==> src/lcdip_regs.svh <==
// Index codes, field positions and reset values of the LCD register port
`ifndef LCDIP_REGS_SVH
`define LCDIP_REGS_SVH

`define LCDIP_DATA_W       8
`define LCDIP_IDX_W        4
`define LCDIP_SLOTS        10

`define LCDIP_CODE_CTRL1   4'h0
`define LCDIP_CODE_CTRL2   4'h1
`define LCDIP_CODE_ADDR    4'h2
`define LCDIP_CODE_FRAME   4'h3
`define LCDIP_CODE_PIXEL   4'h4
`define LCDIP_CODE_START   4'h5
`define LCDIP_CODE_BLINK   4'h6
`define LCDIP_CODE_BSTART  4'h8
`define LCDIP_CODE_BEND    4'h9
`define LCDIP_CODE_CONTR   4'hA

`define LCDIP_SLOT_CTRL1   0
`define LCDIP_SLOT_CTRL2   1
`define LCDIP_SLOT_ADDR    2
`define LCDIP_SLOT_FRAME   3
`define LCDIP_SLOT_PIXEL   4
`define LCDIP_SLOT_START   5
`define LCDIP_SLOT_BLINK   6
`define LCDIP_SLOT_BSTART  7
`define LCDIP_SLOT_BEND    8
`define LCDIP_SLOT_CONTR   9

`define LCDIP_C1_STBY      5
`define LCDIP_C1_BOOST     4
`define LCDIP_C1_GRAPH     2
`define LCDIP_C1_DUTY_HI   1
`define LCDIP_C1_DUTY_LO   0

`define LCDIP_C2_PANEL     6
`define LCDIP_C2_OPAMP     4
`define LCDIP_C2_RMW       3
`define LCDIP_C2_INC       1
`define LCDIP_C2_BLINK     0

`define LCDIP_IDX_RESET    4'h0
`define LCDIP_CTRL1_RESET  8'h00
`define LCDIP_BYTE_ZERO    8'h00
`define LCDIP_SEG_CHAR     8'h1F
`define LCDIP_SEG_GRAPH    8'hFF

`endif

==> src/lcdip_pkg.sv <==
// Types shared by the LCD register port modules
package lcdip_pkg;
	typedef enum logic [1:0] {
		LCDIP_DUTY_32,
		LCDIP_DUTY_16,
		LCDIP_DUTY_8
	} lcdip_duty_t;
endpackage

==> src/lcdip_wr_if.sv <==
// Write path between the port front end, the index decoder and control one
`timescale 1ns/1ps
`default_nettype none
`include "lcdip_regs.svh"

interface lcdip_wr_if;
	logic [`LCDIP_IDX_W-1:0]  index;
	logic [`LCDIP_SLOTS-1:0]  sel;
	logic                     hit;
	logic                     ctrl1_wr;
	logic [`LCDIP_DATA_W-1:0] data;
	logic                     standby_set;

	modport dec (input index, output sel, output hit);
	modport ctl (input ctrl1_wr, input data, output standby_set);
	modport front (output index, input sel, input hit, output ctrl1_wr, output data,
		input standby_set);
endinterface

`default_nettype wire

==> src/lcdip_index_decoder.sv <==
// Maps the four-bit index code onto one of ten register slots
`timescale 1ns/1ps
`default_nettype none
`include "lcdip_regs.svh"

module lcdip_index_decoder (
	lcdip_wr_if.dec bus
);
	import lcdip_pkg::*;

	always_comb begin
		bus.sel = '0;
		case (bus.index)
			`LCDIP_CODE_CTRL1:  bus.sel[`LCDIP_SLOT_CTRL1] = 1'b1;
			`LCDIP_CODE_CTRL2:  bus.sel[`LCDIP_SLOT_CTRL2] = 1'b1;
			`LCDIP_CODE_ADDR:   bus.sel[`LCDIP_SLOT_ADDR] = 1'b1;
			`LCDIP_CODE_FRAME:  bus.sel[`LCDIP_SLOT_FRAME] = 1'b1;
			`LCDIP_CODE_PIXEL:  bus.sel[`LCDIP_SLOT_PIXEL] = 1'b1;
			`LCDIP_CODE_START:  bus.sel[`LCDIP_SLOT_START] = 1'b1;
			`LCDIP_CODE_BLINK:  bus.sel[`LCDIP_SLOT_BLINK] = 1'b1;
			`LCDIP_CODE_BSTART: bus.sel[`LCDIP_SLOT_BSTART] = 1'b1;
			`LCDIP_CODE_BEND:   bus.sel[`LCDIP_SLOT_BEND] = 1'b1;
			`LCDIP_CODE_CONTR:  bus.sel[`LCDIP_SLOT_CONTR] = 1'b1;
			// Codes 7 and B to F select nothing
			default:            bus.sel = '0;
		endcase
	end

	assign bus.hit = |bus.sel;
endmodule

`default_nettype wire

==> src/lcdip_ctrl_one.sv <==
// Control register one and the controls derived from it
`timescale 1ns/1ps
`default_nettype none
`include "lcdip_regs.svh"

module lcdip_ctrl_one (
	input  wire logic                     sys_clk,
	input  wire logic                     rst_n,
	input  wire logic                     clk_en,
	lcdip_wr_if.ctl                       bus,
	output logic                          standby_q,
	output logic                          boost_enable_q,
	output logic                          boost_run_q,
	output logic                          graphic_mode_q,
	output logic [1:0]                    duty_code_q,
	output lcdip_pkg::lcdip_duty_t        duty_sel_q,
	output logic [`LCDIP_DATA_W-1:0]      seg_mask_q,
	output logic                          scan_run_q
);
	import lcdip_pkg::*;

	logic                  wr_stby;
	logic                  wr_boost;
	logic                  wr_graph;
	logic [1:0]            wr_duty;
	lcdip_duty_t           duty_d;

	// Named copy so single fields can be selected; a literal cannot be indexed
	localparam logic [`LCDIP_DATA_W-1:0] ctrl1_reset = `LCDIP_CTRL1_RESET;

	assign wr_stby  = bus.data[`LCDIP_C1_STBY];
	assign wr_boost = bus.data[`LCDIP_C1_BOOST];
	assign wr_graph = bus.data[`LCDIP_C1_GRAPH];
	assign wr_duty  = bus.data[`LCDIP_C1_DUTY_HI:`LCDIP_C1_DUTY_LO];

	always_comb begin
		if (wr_duty[1]) begin
			duty_d = LCDIP_DUTY_8;
		end else if (wr_duty[0]) begin
			duty_d = LCDIP_DUTY_16;
		end else begin
			duty_d = LCDIP_DUTY_32;
		end
	end

	// Stored fields; bits 7, 6 and 3 are not kept
	always_ff @(posedge sys_clk or negedge rst_n) begin
		if (!rst_n) begin
			standby_q      <= ctrl1_reset[`LCDIP_C1_STBY];
			boost_enable_q <= ctrl1_reset[`LCDIP_C1_BOOST];
			graphic_mode_q <= ctrl1_reset[`LCDIP_C1_GRAPH];
			duty_code_q    <= ctrl1_reset[`LCDIP_C1_DUTY_HI:`LCDIP_C1_DUTY_LO];
		end else if (clk_en && bus.ctrl1_wr) begin
			standby_q      <= wr_stby;
			boost_enable_q <= wr_boost;
			graphic_mode_q <= wr_graph;
			duty_code_q    <= wr_duty;
		end
	end

	// Derived controls follow the same write so they never lag the fields
	always_ff @(posedge sys_clk or negedge rst_n) begin
		if (!rst_n) begin
			boost_run_q <= 1'b0;
			scan_run_q  <= 1'b1;
			seg_mask_q  <= `LCDIP_SEG_CHAR;
			duty_sel_q  <= LCDIP_DUTY_32;
		end else if (clk_en && bus.ctrl1_wr) begin
			boost_run_q <= wr_boost & ~wr_stby;
			scan_run_q  <= ~wr_stby;
			seg_mask_q  <= wr_graph ? `LCDIP_SEG_GRAPH : `LCDIP_SEG_CHAR;
			duty_sel_q  <= duty_d;
		end
	end

	assign bus.standby_set = bus.ctrl1_wr & wr_stby;
endmodule

`default_nettype wire

==> src/lcdip_port.sv <==
// Index and control register port of the dot-matrix LCD controller
`timescale 1ns/1ps
`default_nettype none
`include "lcdip_regs.svh"

module lcdip_port (
	input  wire logic                     sys_clk,
	input  wire logic                     rst_n,
	input  wire logic                     clk_en,
	input  wire logic                     reg_select_line,
	input  wire logic                     wr_strobe,
	input  wire logic                     rd_strobe,
	input  wire logic [7:0]               host_wdata,
	input  wire logic [7:0]               pixel_rd_data,
	output logic [7:0]                    host_rdata_q,
	output logic                          host_rvalid_q,
	output logic                          pixel_rd_pulse_q,
	output logic [3:0]                    index_code_field_q,
	output logic                          index_valid_q,
	output logic [9:0]                    slot_wr_pulse_q,
	output logic [7:0]                    slot_wdata_q,
	output logic                          module_standby_bit,
	output logic                          boost_enable,
	output logic                          boost_run,
	output logic                          graphic_mode_select,
	output logic [1:0]                    duty_code,
	output var lcdip_pkg::lcdip_duty_t    duty_sel,
	output logic [7:0]                    seg_mask,
	output logic                          scan_run,
	output logic                          panel_on_q,
	output logic                          opamp_enable_q,
	output logic                          rmw_mode_q,
	output logic                          inc_x_first_q,
	output logic                          blink_enable_q,
	output logic                          blink_active_q,
	output logic                          lcd_ground_q
);
	import lcdip_pkg::*;

	lcdip_wr_if wr_bus ();

	logic                         wr_take;
	logic                         rd_take;
	logic                         idx_wr;
	logic                         slot_wr;
	logic                         ctrl2_wr;
	logic                         pixel_rd;
	logic                         panel_on_d;
	logic                         opamp_d;
	logic                         blink_d;
	logic                         standby_w;
	logic                         boost_en_w;
	logic                         boost_run_w;
	logic                         graph_w;
	logic [1:0]                   duty_code_w;
	lcdip_duty_t                  duty_sel_w;
	logic [`LCDIP_DATA_W-1:0]     seg_mask_w;
	logic                         scan_run_w;

	// Strobes are sampled only on enabled edges
	assign wr_take = wr_strobe & clk_en;
	assign rd_take = rd_strobe & clk_en;

	assign idx_wr   = wr_take & ~reg_select_line;
	assign slot_wr  = wr_take & reg_select_line & wr_bus.hit;
	assign ctrl2_wr = slot_wr & wr_bus.sel[`LCDIP_SLOT_CTRL2];
	assign pixel_rd = rd_take & reg_select_line & wr_bus.sel[`LCDIP_SLOT_PIXEL];

	assign wr_bus.index    = index_code_field_q;
	assign wr_bus.data     = host_wdata;
	assign wr_bus.ctrl1_wr = slot_wr & wr_bus.sel[`LCDIP_SLOT_CTRL1];

	lcdip_index_decoder u_dec (
		.bus (wr_bus.dec)
	);

	lcdip_ctrl_one u_ctrl1 (
		.sys_clk        (sys_clk),
		.rst_n          (rst_n),
		.clk_en         (clk_en),
		.bus            (wr_bus.ctl),
		.standby_q      (standby_w),
		.boost_enable_q (boost_en_w),
		.boost_run_q    (boost_run_w),
		.graphic_mode_q (graph_w),
		.duty_code_q    (duty_code_w),
		.duty_sel_q     (duty_sel_w),
		.seg_mask_q     (seg_mask_w),
		.scan_run_q     (scan_run_w)
	);

	// Control one fields leave the submodule straight from its flops
	assign module_standby_bit  = standby_w;
	assign boost_enable        = boost_en_w;
	assign boost_run           = boost_run_w;
	assign graphic_mode_select = graph_w;
	assign duty_code           = duty_code_w;
	assign duty_sel            = duty_sel_w;
	assign seg_mask            = seg_mask_w;
	assign scan_run            = scan_run_w;

	// Index register; reserved upper bits are not stored
	always_ff @(posedge sys_clk or negedge rst_n) begin
		if (!rst_n) begin
			index_code_field_q <= `LCDIP_IDX_RESET;
		end else if (idx_wr) begin
			index_code_field_q <= host_wdata[`LCDIP_IDX_W-1:0];
		end
	end

	// Index validity flag shown for status, tracks the stored code
	always_ff @(posedge sys_clk or negedge rst_n) begin
		if (!rst_n) begin
			index_valid_q <= 1'b1;
		end else if (clk_en) begin
			index_valid_q <= wr_bus.hit;
		end
	end

	// One-cycle write pulses toward the registers held elsewhere
	always_ff @(posedge sys_clk or negedge rst_n) begin
		if (!rst_n) begin
			slot_wr_pulse_q <= '0;
			slot_wdata_q    <= `LCDIP_BYTE_ZERO;
		end else if (clk_en) begin
			slot_wr_pulse_q <= slot_wr ? wr_bus.sel : '0;
			if (slot_wr) begin
				slot_wdata_q <= host_wdata;
			end
		end
	end

	// Control two next values; a standby write blanks panel and op-amps
	always_comb begin
		panel_on_d = panel_on_q;
		opamp_d    = opamp_enable_q;
		if (wr_bus.standby_set && slot_wr) begin
			panel_on_d = 1'b0;
			opamp_d    = 1'b0;
		end else if (ctrl2_wr) begin
			// Standby keeps the panel dark even if software sets the bit
			panel_on_d = host_wdata[`LCDIP_C2_PANEL] & ~standby_w;
			opamp_d    = host_wdata[`LCDIP_C2_OPAMP] & ~standby_w;
		end
	end

	assign blink_d = ctrl2_wr ? host_wdata[`LCDIP_C2_BLINK] : blink_enable_q;

	always_ff @(posedge sys_clk or negedge rst_n) begin
		if (!rst_n) begin
			panel_on_q     <= 1'b0;
			opamp_enable_q <= 1'b0;
			rmw_mode_q     <= 1'b0;
			inc_x_first_q  <= 1'b0;
			blink_enable_q <= 1'b0;
		end else if (clk_en) begin
			panel_on_q     <= panel_on_d;
			opamp_enable_q <= opamp_d;
			blink_enable_q <= blink_d;
			if (ctrl2_wr) begin
				rmw_mode_q    <= host_wdata[`LCDIP_C2_RMW];
				inc_x_first_q <= host_wdata[`LCDIP_C2_INC];
			end
		end
	end

	// Panel outputs follow the same edge as the panel bit itself
	always_ff @(posedge sys_clk or negedge rst_n) begin
		if (!rst_n) begin
			lcd_ground_q   <= 1'b1;
			blink_active_q <= 1'b0;
		end else if (clk_en) begin
			lcd_ground_q   <= ~panel_on_d;
			blink_active_q <= blink_d & panel_on_d;
		end
	end

	// Host read path; only the display data slot answers with data
	always_ff @(posedge sys_clk or negedge rst_n) begin
		if (!rst_n) begin
			host_rdata_q     <= `LCDIP_BYTE_ZERO;
			host_rvalid_q    <= 1'b0;
			pixel_rd_pulse_q <= 1'b0;
		end else if (clk_en) begin
			host_rvalid_q    <= rd_take;
			pixel_rd_pulse_q <= pixel_rd;
			if (rd_take) begin
				host_rdata_q <= pixel_rd ? pixel_rd_data : `LCDIP_BYTE_ZERO;
			end
		end
	end
endmodule

`default_nettype wire

==> config.mk <==
export PLATFORM = sky130hd
export DESIGN_NAME = lcdip_port
export DESIGN_NICKNAME = d
export VERILOG_FILES = /design/src/lcdip_pkg.sv /design/src/lcdip_wr_if.sv /design/src/lcdip_index_decoder.sv /design/src/lcdip_ctrl_one.sv /design/src/lcdip_port.sv
export VERILOG_INCLUDE_DIRS = /design/src /design/src/src
export SDC_FILE = /design/constraint.sdc
export NUM_CORES = 1
export LEC_CHECK = 0
export BUFFER_PORTS_ARGS = -buffer_cell sky130_fd_sc_hd__buf_2
export CAP_MARGIN = 10
export CORE_AREA = 4 4 81 83
export DETAILED_ROUTE_END_ITERATION = 16
export DIE_AREA = 0 0 85 87
export GPL_TIMING_DRIVEN = 0
export PLACE_DENSITY_LB_ADDON = 0.1
export RECOVER_POWER = 100
export SLEW_MARGIN = 20
export SYNTH_ARGS = -nofsm -noshare
export SYNTH_HDL_FRONTEND = slang
export SYNTH_HIERARCHICAL = 1
export SYNTH_SLANG_ARGS = --single-unit
==> constraint.sdc <==
create_clock -name sys_clk -period 3.8 [get_ports sys_clk]
set_input_delay 0.19 -clock sys_clk [delete_from_list [all_inputs] [get_ports sys_clk]]
set_output_delay 0.19 -clock sys_clk [all_outputs]
set_load 0.005 [all_outputs]
# Yosys cells after proc, flatten, opt, wreduce, memory -nomap -nowiden
# Index checks and enable logic that the tools add are counted.
# op_classes
eq_ne	9
mux	20
n_bitwise	18
reduce_logical	9
# op_table
op	count
$mux 1	16
$mux 8	2
$and 1x1->1	14
$eq 4x3->1 const B	3
$eq 4x4->1 const B	3
$mux 10	1
$reduce_or 10->1	1
$eq 4x2->1 const B	2
$reduce_and 2->1	4
$eq 4x1->1 const B	1
$logic_not 4->1	1
$not 1->1	4
$logic_and 1x1->1	2
$mux 2	1
$reduce_bool 2->1	1
# word_totals
regBits	57
out_inout_bits	57
elab_cells	78

# Logic depth before layout (Yosys ltp)
# depth
word_depth	9
ltp_mapped	9
mapped_depth_nobuf	8

# Modules after synthesis
# The synthesis kept the hierarchy.
# modules_own_cells
module	n_inst	cells_each	area_each_um2	seq_area_each_um2
lcdip_port	1	120	1511.4	1003.5
lcdip_ctrl_one	1	31	424.2	201.4
lcdip_index_decoder	1	18	98.8	0.0

# Worst setup path after synthesis
# No wires, ideal clock.
# synth_timing
path_type	reg2reg
start	reg index_code_field_q[3]
end	reg blink_active_q
t_arrival_ns	1.931
setup_slack_ns	1.750
path_stages_with_launch	10
path_buffers	1
path_cell_list	dfrtp_1 -> or2_4 -> nand2_1 -> and4_1 -> buf_6 -> and2_1 -> and2_2 -> nor2_1 -> a22o_1 -> a31o_1
# synth_between
elab_chain_cells	9
# synth_rtl
item	line_no	rtl
start: declaration	lcdip_port.sv:18	output logic [3:0] index_code_field_q,
start signal: assignment	lcdip_port.sv:105	index_code_field_q <= `LCDIP_IDX_RESET;
start signal: assignment	lcdip_port.sv:107	index_code_field_q <= host_wdata[`LCDIP_IDX_W-1:0];
$eq 4x1->1, or another cell as far along	lcdip_index_decoder.sv:13	case (bus.index)
$mux 1	lcdip_index_decoder.sv:13	
$reduce_or 10->1 (*)	lcdip_index_decoder.sv:29	assign bus.hit = |bus.sel;
via wr_bus.hit	lcdip_wr_if.sv:9	logic hit;
$and 1x1->1 (*)	lcdip_port.sv:65	assign slot_wr = wr_take & reg_select_line & wr_bus.hit;
$and 1x1->1 (*)	lcdip_port.sv:71	assign wr_bus.ctrl1_wr = slot_wr & wr_bus.sel[`LCDIP_SLOT_CTRL1];
via wr_bus.ctrl1_wr	lcdip_wr_if.sv:10	logic ctrl1_wr;
$and 1x1->1 (*)	lcdip_ctrl_one.sv:76	assign bus.standby_set = bus.ctrl1_wr & wr_stby;
via wr_bus.standby_set	lcdip_wr_if.sv:12	logic standby_set;
$logic_and 1x1->1 (*)	lcdip_port.sv:137	if (wr_bus.standby_set && slot_wr) begin
$mux 1 (*)	lcdip_port.sv:137	
$and 1x1->1 (*)	lcdip_port.sv:174	blink_active_q <= blink_d & panel_on_d;
end signal: assignment	lcdip_port.sv:174	
end: declaration	lcdip_port.sv:35	output logic blink_active_q,
# Mark *: on every way through the listed nets, which the timed path passes. The rest lies on a longest branch.
# A chain may end at the register's enable or synchronous reset.

# Final worst setup path
# layout_timing
start	reg index_code_field_q[3]
end	reg u_ctrl1.seg_mask_q[6]
# layout_between
elab_chain_cells	6
# layout_rtl
item	line_no	rtl
$eq 4x1->1, or another cell as far along	lcdip_index_decoder.sv:13	
$mux 1	lcdip_index_decoder.sv:13	
$reduce_or 10->1 (*)	lcdip_index_decoder.sv:29	
via wr_bus.hit	lcdip_wr_if.sv:9	
$and 1x1->1 (*)	lcdip_port.sv:65	
$and 1x1->1 (*)	lcdip_port.sv:71	
via wr_bus.ctrl1_wr	lcdip_wr_if.sv:10	
$logic_and 1x1->1 (*)	lcdip_ctrl_one.sv:68	end else if (clk_en && bus.ctrl1_wr) begin
end signal: assignment	lcdip_ctrl_one.sv:66	seg_mask_q <= `LCDIP_SEG_CHAR;
end signal: assignment	lcdip_ctrl_one.sv:71	seg_mask_q <= wr_graph ? `LCDIP_SEG_GRAPH : `LCDIP_SEG_CHAR;
end: declaration	lcdip_ctrl_one.sv:17	output logic [`LCDIP_DATA_W-1:0] seg_mask_q,
# Marks and branches as above.

==> impl_metrics.tcl <==
set metrics [dict create \
    synth_edf_count 0 \
    netlist-cell-type-count 31 \
    path_buf_inv 1 \
    synth-async-reset-ratio_pct 100.0 \
    setup_tns_ns 0 \
    first_global_vias 1553 \
    post-route-period-util_pct 67.50 \
    multiInputGateArea_sq_um 688.2 \
    status "finished clean" \
    io-pin-count 79 \
    rows 28 \
    gr-total-overflow 0 \
    leakagePower_nw 1.331 \
    die_h_um 87 \
    cpLargestDelayFamily "simple AND/OR/NAND/NOR gates" \
    clk_path_buf_depth 2 \
    post-place-ws_ns 1.558 \
    dieArea_sq_um 7395 \
    synth_top_cells_by_area "dfrtp_1 (55%), a22o_1 (7.7%), mux2_4 (5.9%)" \
    numCtsBuffers 5 \
    place.gp.congestion 0.7391 \
    synth.most_common_cell "dfrtp_1" \
    portBuffers 73 \
    critPathSlowestCell "dfrtp_1" \
    start_util_pct 34.77 \
    hpwl_mm 3.473 \
    avgSynthCellArea_sq_um 12.04 \
    vias 1509 \
    ir_drop_mv 0.1983 \
    setup_violations 0 \
    max_freq_mhz 389.9 \
    drc_errors 0 \
    area_delta_synth_final_pct 24.97 \
    dr.pass1.iters 4 \
    finalWirelength_mm 4.749 \
    yosys-top-cells-count "dfrtp_1 (45), nand2_1 (31), a22o_1 (18)" \
    clk_pin_slew_ns 0.09 \
    antenna_found_initial 0 \
    core-area_sq_um 5851 \
    fin_area_sq_um 2542 \
    drv_cap 0 \
    fin_ws_ns 1.235 \
    vias_per_cell 4.573 \
    p_per_area_nw_per_um2 504.1 \
    ys_seq_area_share_pct 59.23 \
    cts.sinks 48 \
    hold_path.class "in2reg" \
    drt_iter0_drc 61 \
    cts_tree "yes" \
    post_dp_cell_area_sq_um 2509 \
    num_antenna_cells 0 \
    yosysTopAreaCell "dfrtp_1" \
    slew_headroom_pct 59.79 \
    die_w_um 85 \
    seq_area_sq_um 1205 \
    drive_gt1_share_pct 30.59 \
    cp.arrival_ns 2.75 \
    final_nets 276 \
    grt_pass1_wl_mm 7.921 \
    tightest_slew_ns 0.6032 \
    start_kind "flop" \
    grtUsageTotal_pct 13.71 \
    yosysWarnings 6 \
    rsz0062_at_grt "false" \
    wl_per_cell_um 14.39 \
    root_buffer "clkbuf_8" \
    synth-main-ff-cell "dfrtp_1" \
    grt_max_degree 49 \
    worst_clock_skew_ns 0.008875 \
    worstSetupEndpointType "flop" \
    required_ns 3.98 \
    synth.ff_latch_count 48 \
    slowest_delay_ns 0.44 \
    netlist.area_leader.share_pct 55.35 \
    syn_area_sq_um 2034 \
    cp_cell_sequence "or2_0 -> nand2_1 -> and4_1 -> clkbuf_1 -> and2_0 -> nand2_1 -> mux2_1" \
    drv_slew 0 \
    final_antenna_net_count 0 \
    stdcell_count 330 \
    path_class "reg2reg" \
    clock_latency_ns 0.30 \
    crit_top_cell "nand2_1" \
    netlist_instances 169 \
    dp.cells 321 \
    ctsResizeCount 0 \
    h-tree-depth 2 \
    fillers 613 \
    finalHoldViolCount 0 \
    period_needed_ns 2.565 \
    crit_fanout 10 \
]
## routing by layer
| layer | up-vias | global-route usage (%) | wire [um] |
|---|---|---|---|
| li1 | 733 | - | - |
| met1 | 728 | 18.27 | 2210 |
| met2 | 43 | 21.54 | 2171 |
| met3 | 5 | 4.068 | 306 |
| met4 | 0 | 4.317 | 61 |
| met5 | - | 0 | 0 |
## registers in the layout, indices dropped and copies added (netlist names), 2 cells and up
signal,count
slot_wdata_q,8
u_ctrl1/duty_code_q,2
index_code_field_q,4
host_rdata_q,8
slot_wr_pulse_q,10
## cell families (layout without fill, tap and decap cells)
kind of cell	Yosys count	count (layout)	share of synthesized area (%)
other cells	1	5	0.1843
compound gates	27	27	10.45
mux	16	16	10.27
buf+inv	17	99	5.350
simple gates	60	60	14.51
flops	48	48	59.23
## final timing paths
check	from	to	slack [ns]	cells after the start
max reg2reg	index_code_field_q[3]	u_ctrl1/seg_mask_q[6]	1.23	7
min	host_wdata[7]	slot_wdata_q[7]	0.07	3
min reg2reg	u_ctrl1/scan_run_q	u_ctrl1/scan_run_q	0.47	2
max	index_code_field_q[3]	u_ctrl1/seg_mask_q[6]	1.23	7
max in group asynchronous	rst_n	host_rdata_q[1]	2.95	2
min in group asynchronous	rst_n	u_ctrl1/boost_enable_q	0.45	2
## cells in the final DEF (no fill, tap or decap), drive strengths merged, types with 2 or more instances in the layout
cell type and instances:
nand2b 4, mux2 15, inv 4, dfstp 3, nor3 3, dfrtp 45, nor2 10, and2 2
nand2 33, a21o 2, buf 53, nor2b 3, clkbuf 38, o21ai 5, conb 5, a22o 18
## final cells by class
type | count | share of cell area [%]
plain buffers | 13 | 3.248
repair buffers | 74 | 13.63
clock inverters | 3 | 1.673
multi-input cells | 108 | 27.07
well taps | 75 | 3.691
clock buffers | 5 | 2.707
flip-flops and latches | 48 | 47.39
inverters | 4 | 0.5906
## per-stage QoR
stage	total power, W	util [%]	hold WS (ns)
after CTS	0.001338	44.78	0.06133
after detailed placement	0.0009628	42.88	0.3935
after global placement	0.0009563	42.88	0.3883
after global routing	0.001369	43.46	0.08288
final	0.001282	43.46	0.07482
after floorplan	0.0008114	-	-0.1056
## worst reg2reg max path, stage by stage (launching register included)
cell      delay [ns]
dfrtp_1         0.44
or2_0           0.36
nand2_1         0.15
and4_1          0.19
clkbuf_1        0.36
and2_0          0.25
nand2_1         0.28
mux2_1          0.41
## repair_timing
item | in CTS | in global routing
setup buffers | 0 | 0
setup endpoints to repair | 0 | 0
hold buffers | 0 | 1
hold endpoints to repair | 0 | 45
## power breakdown
| group | internal, W | switching (W) |
|---|---|---|
| Combinational | 0.000133 | 0.000128 |
| Sequential | 0.000597 | 0.0000580 |
| Clock | 0.000195 | 0.000172 |
| Total | 0.000924 | 0.000357 |
No activity file was read; power rests on OpenSTA's default activity.
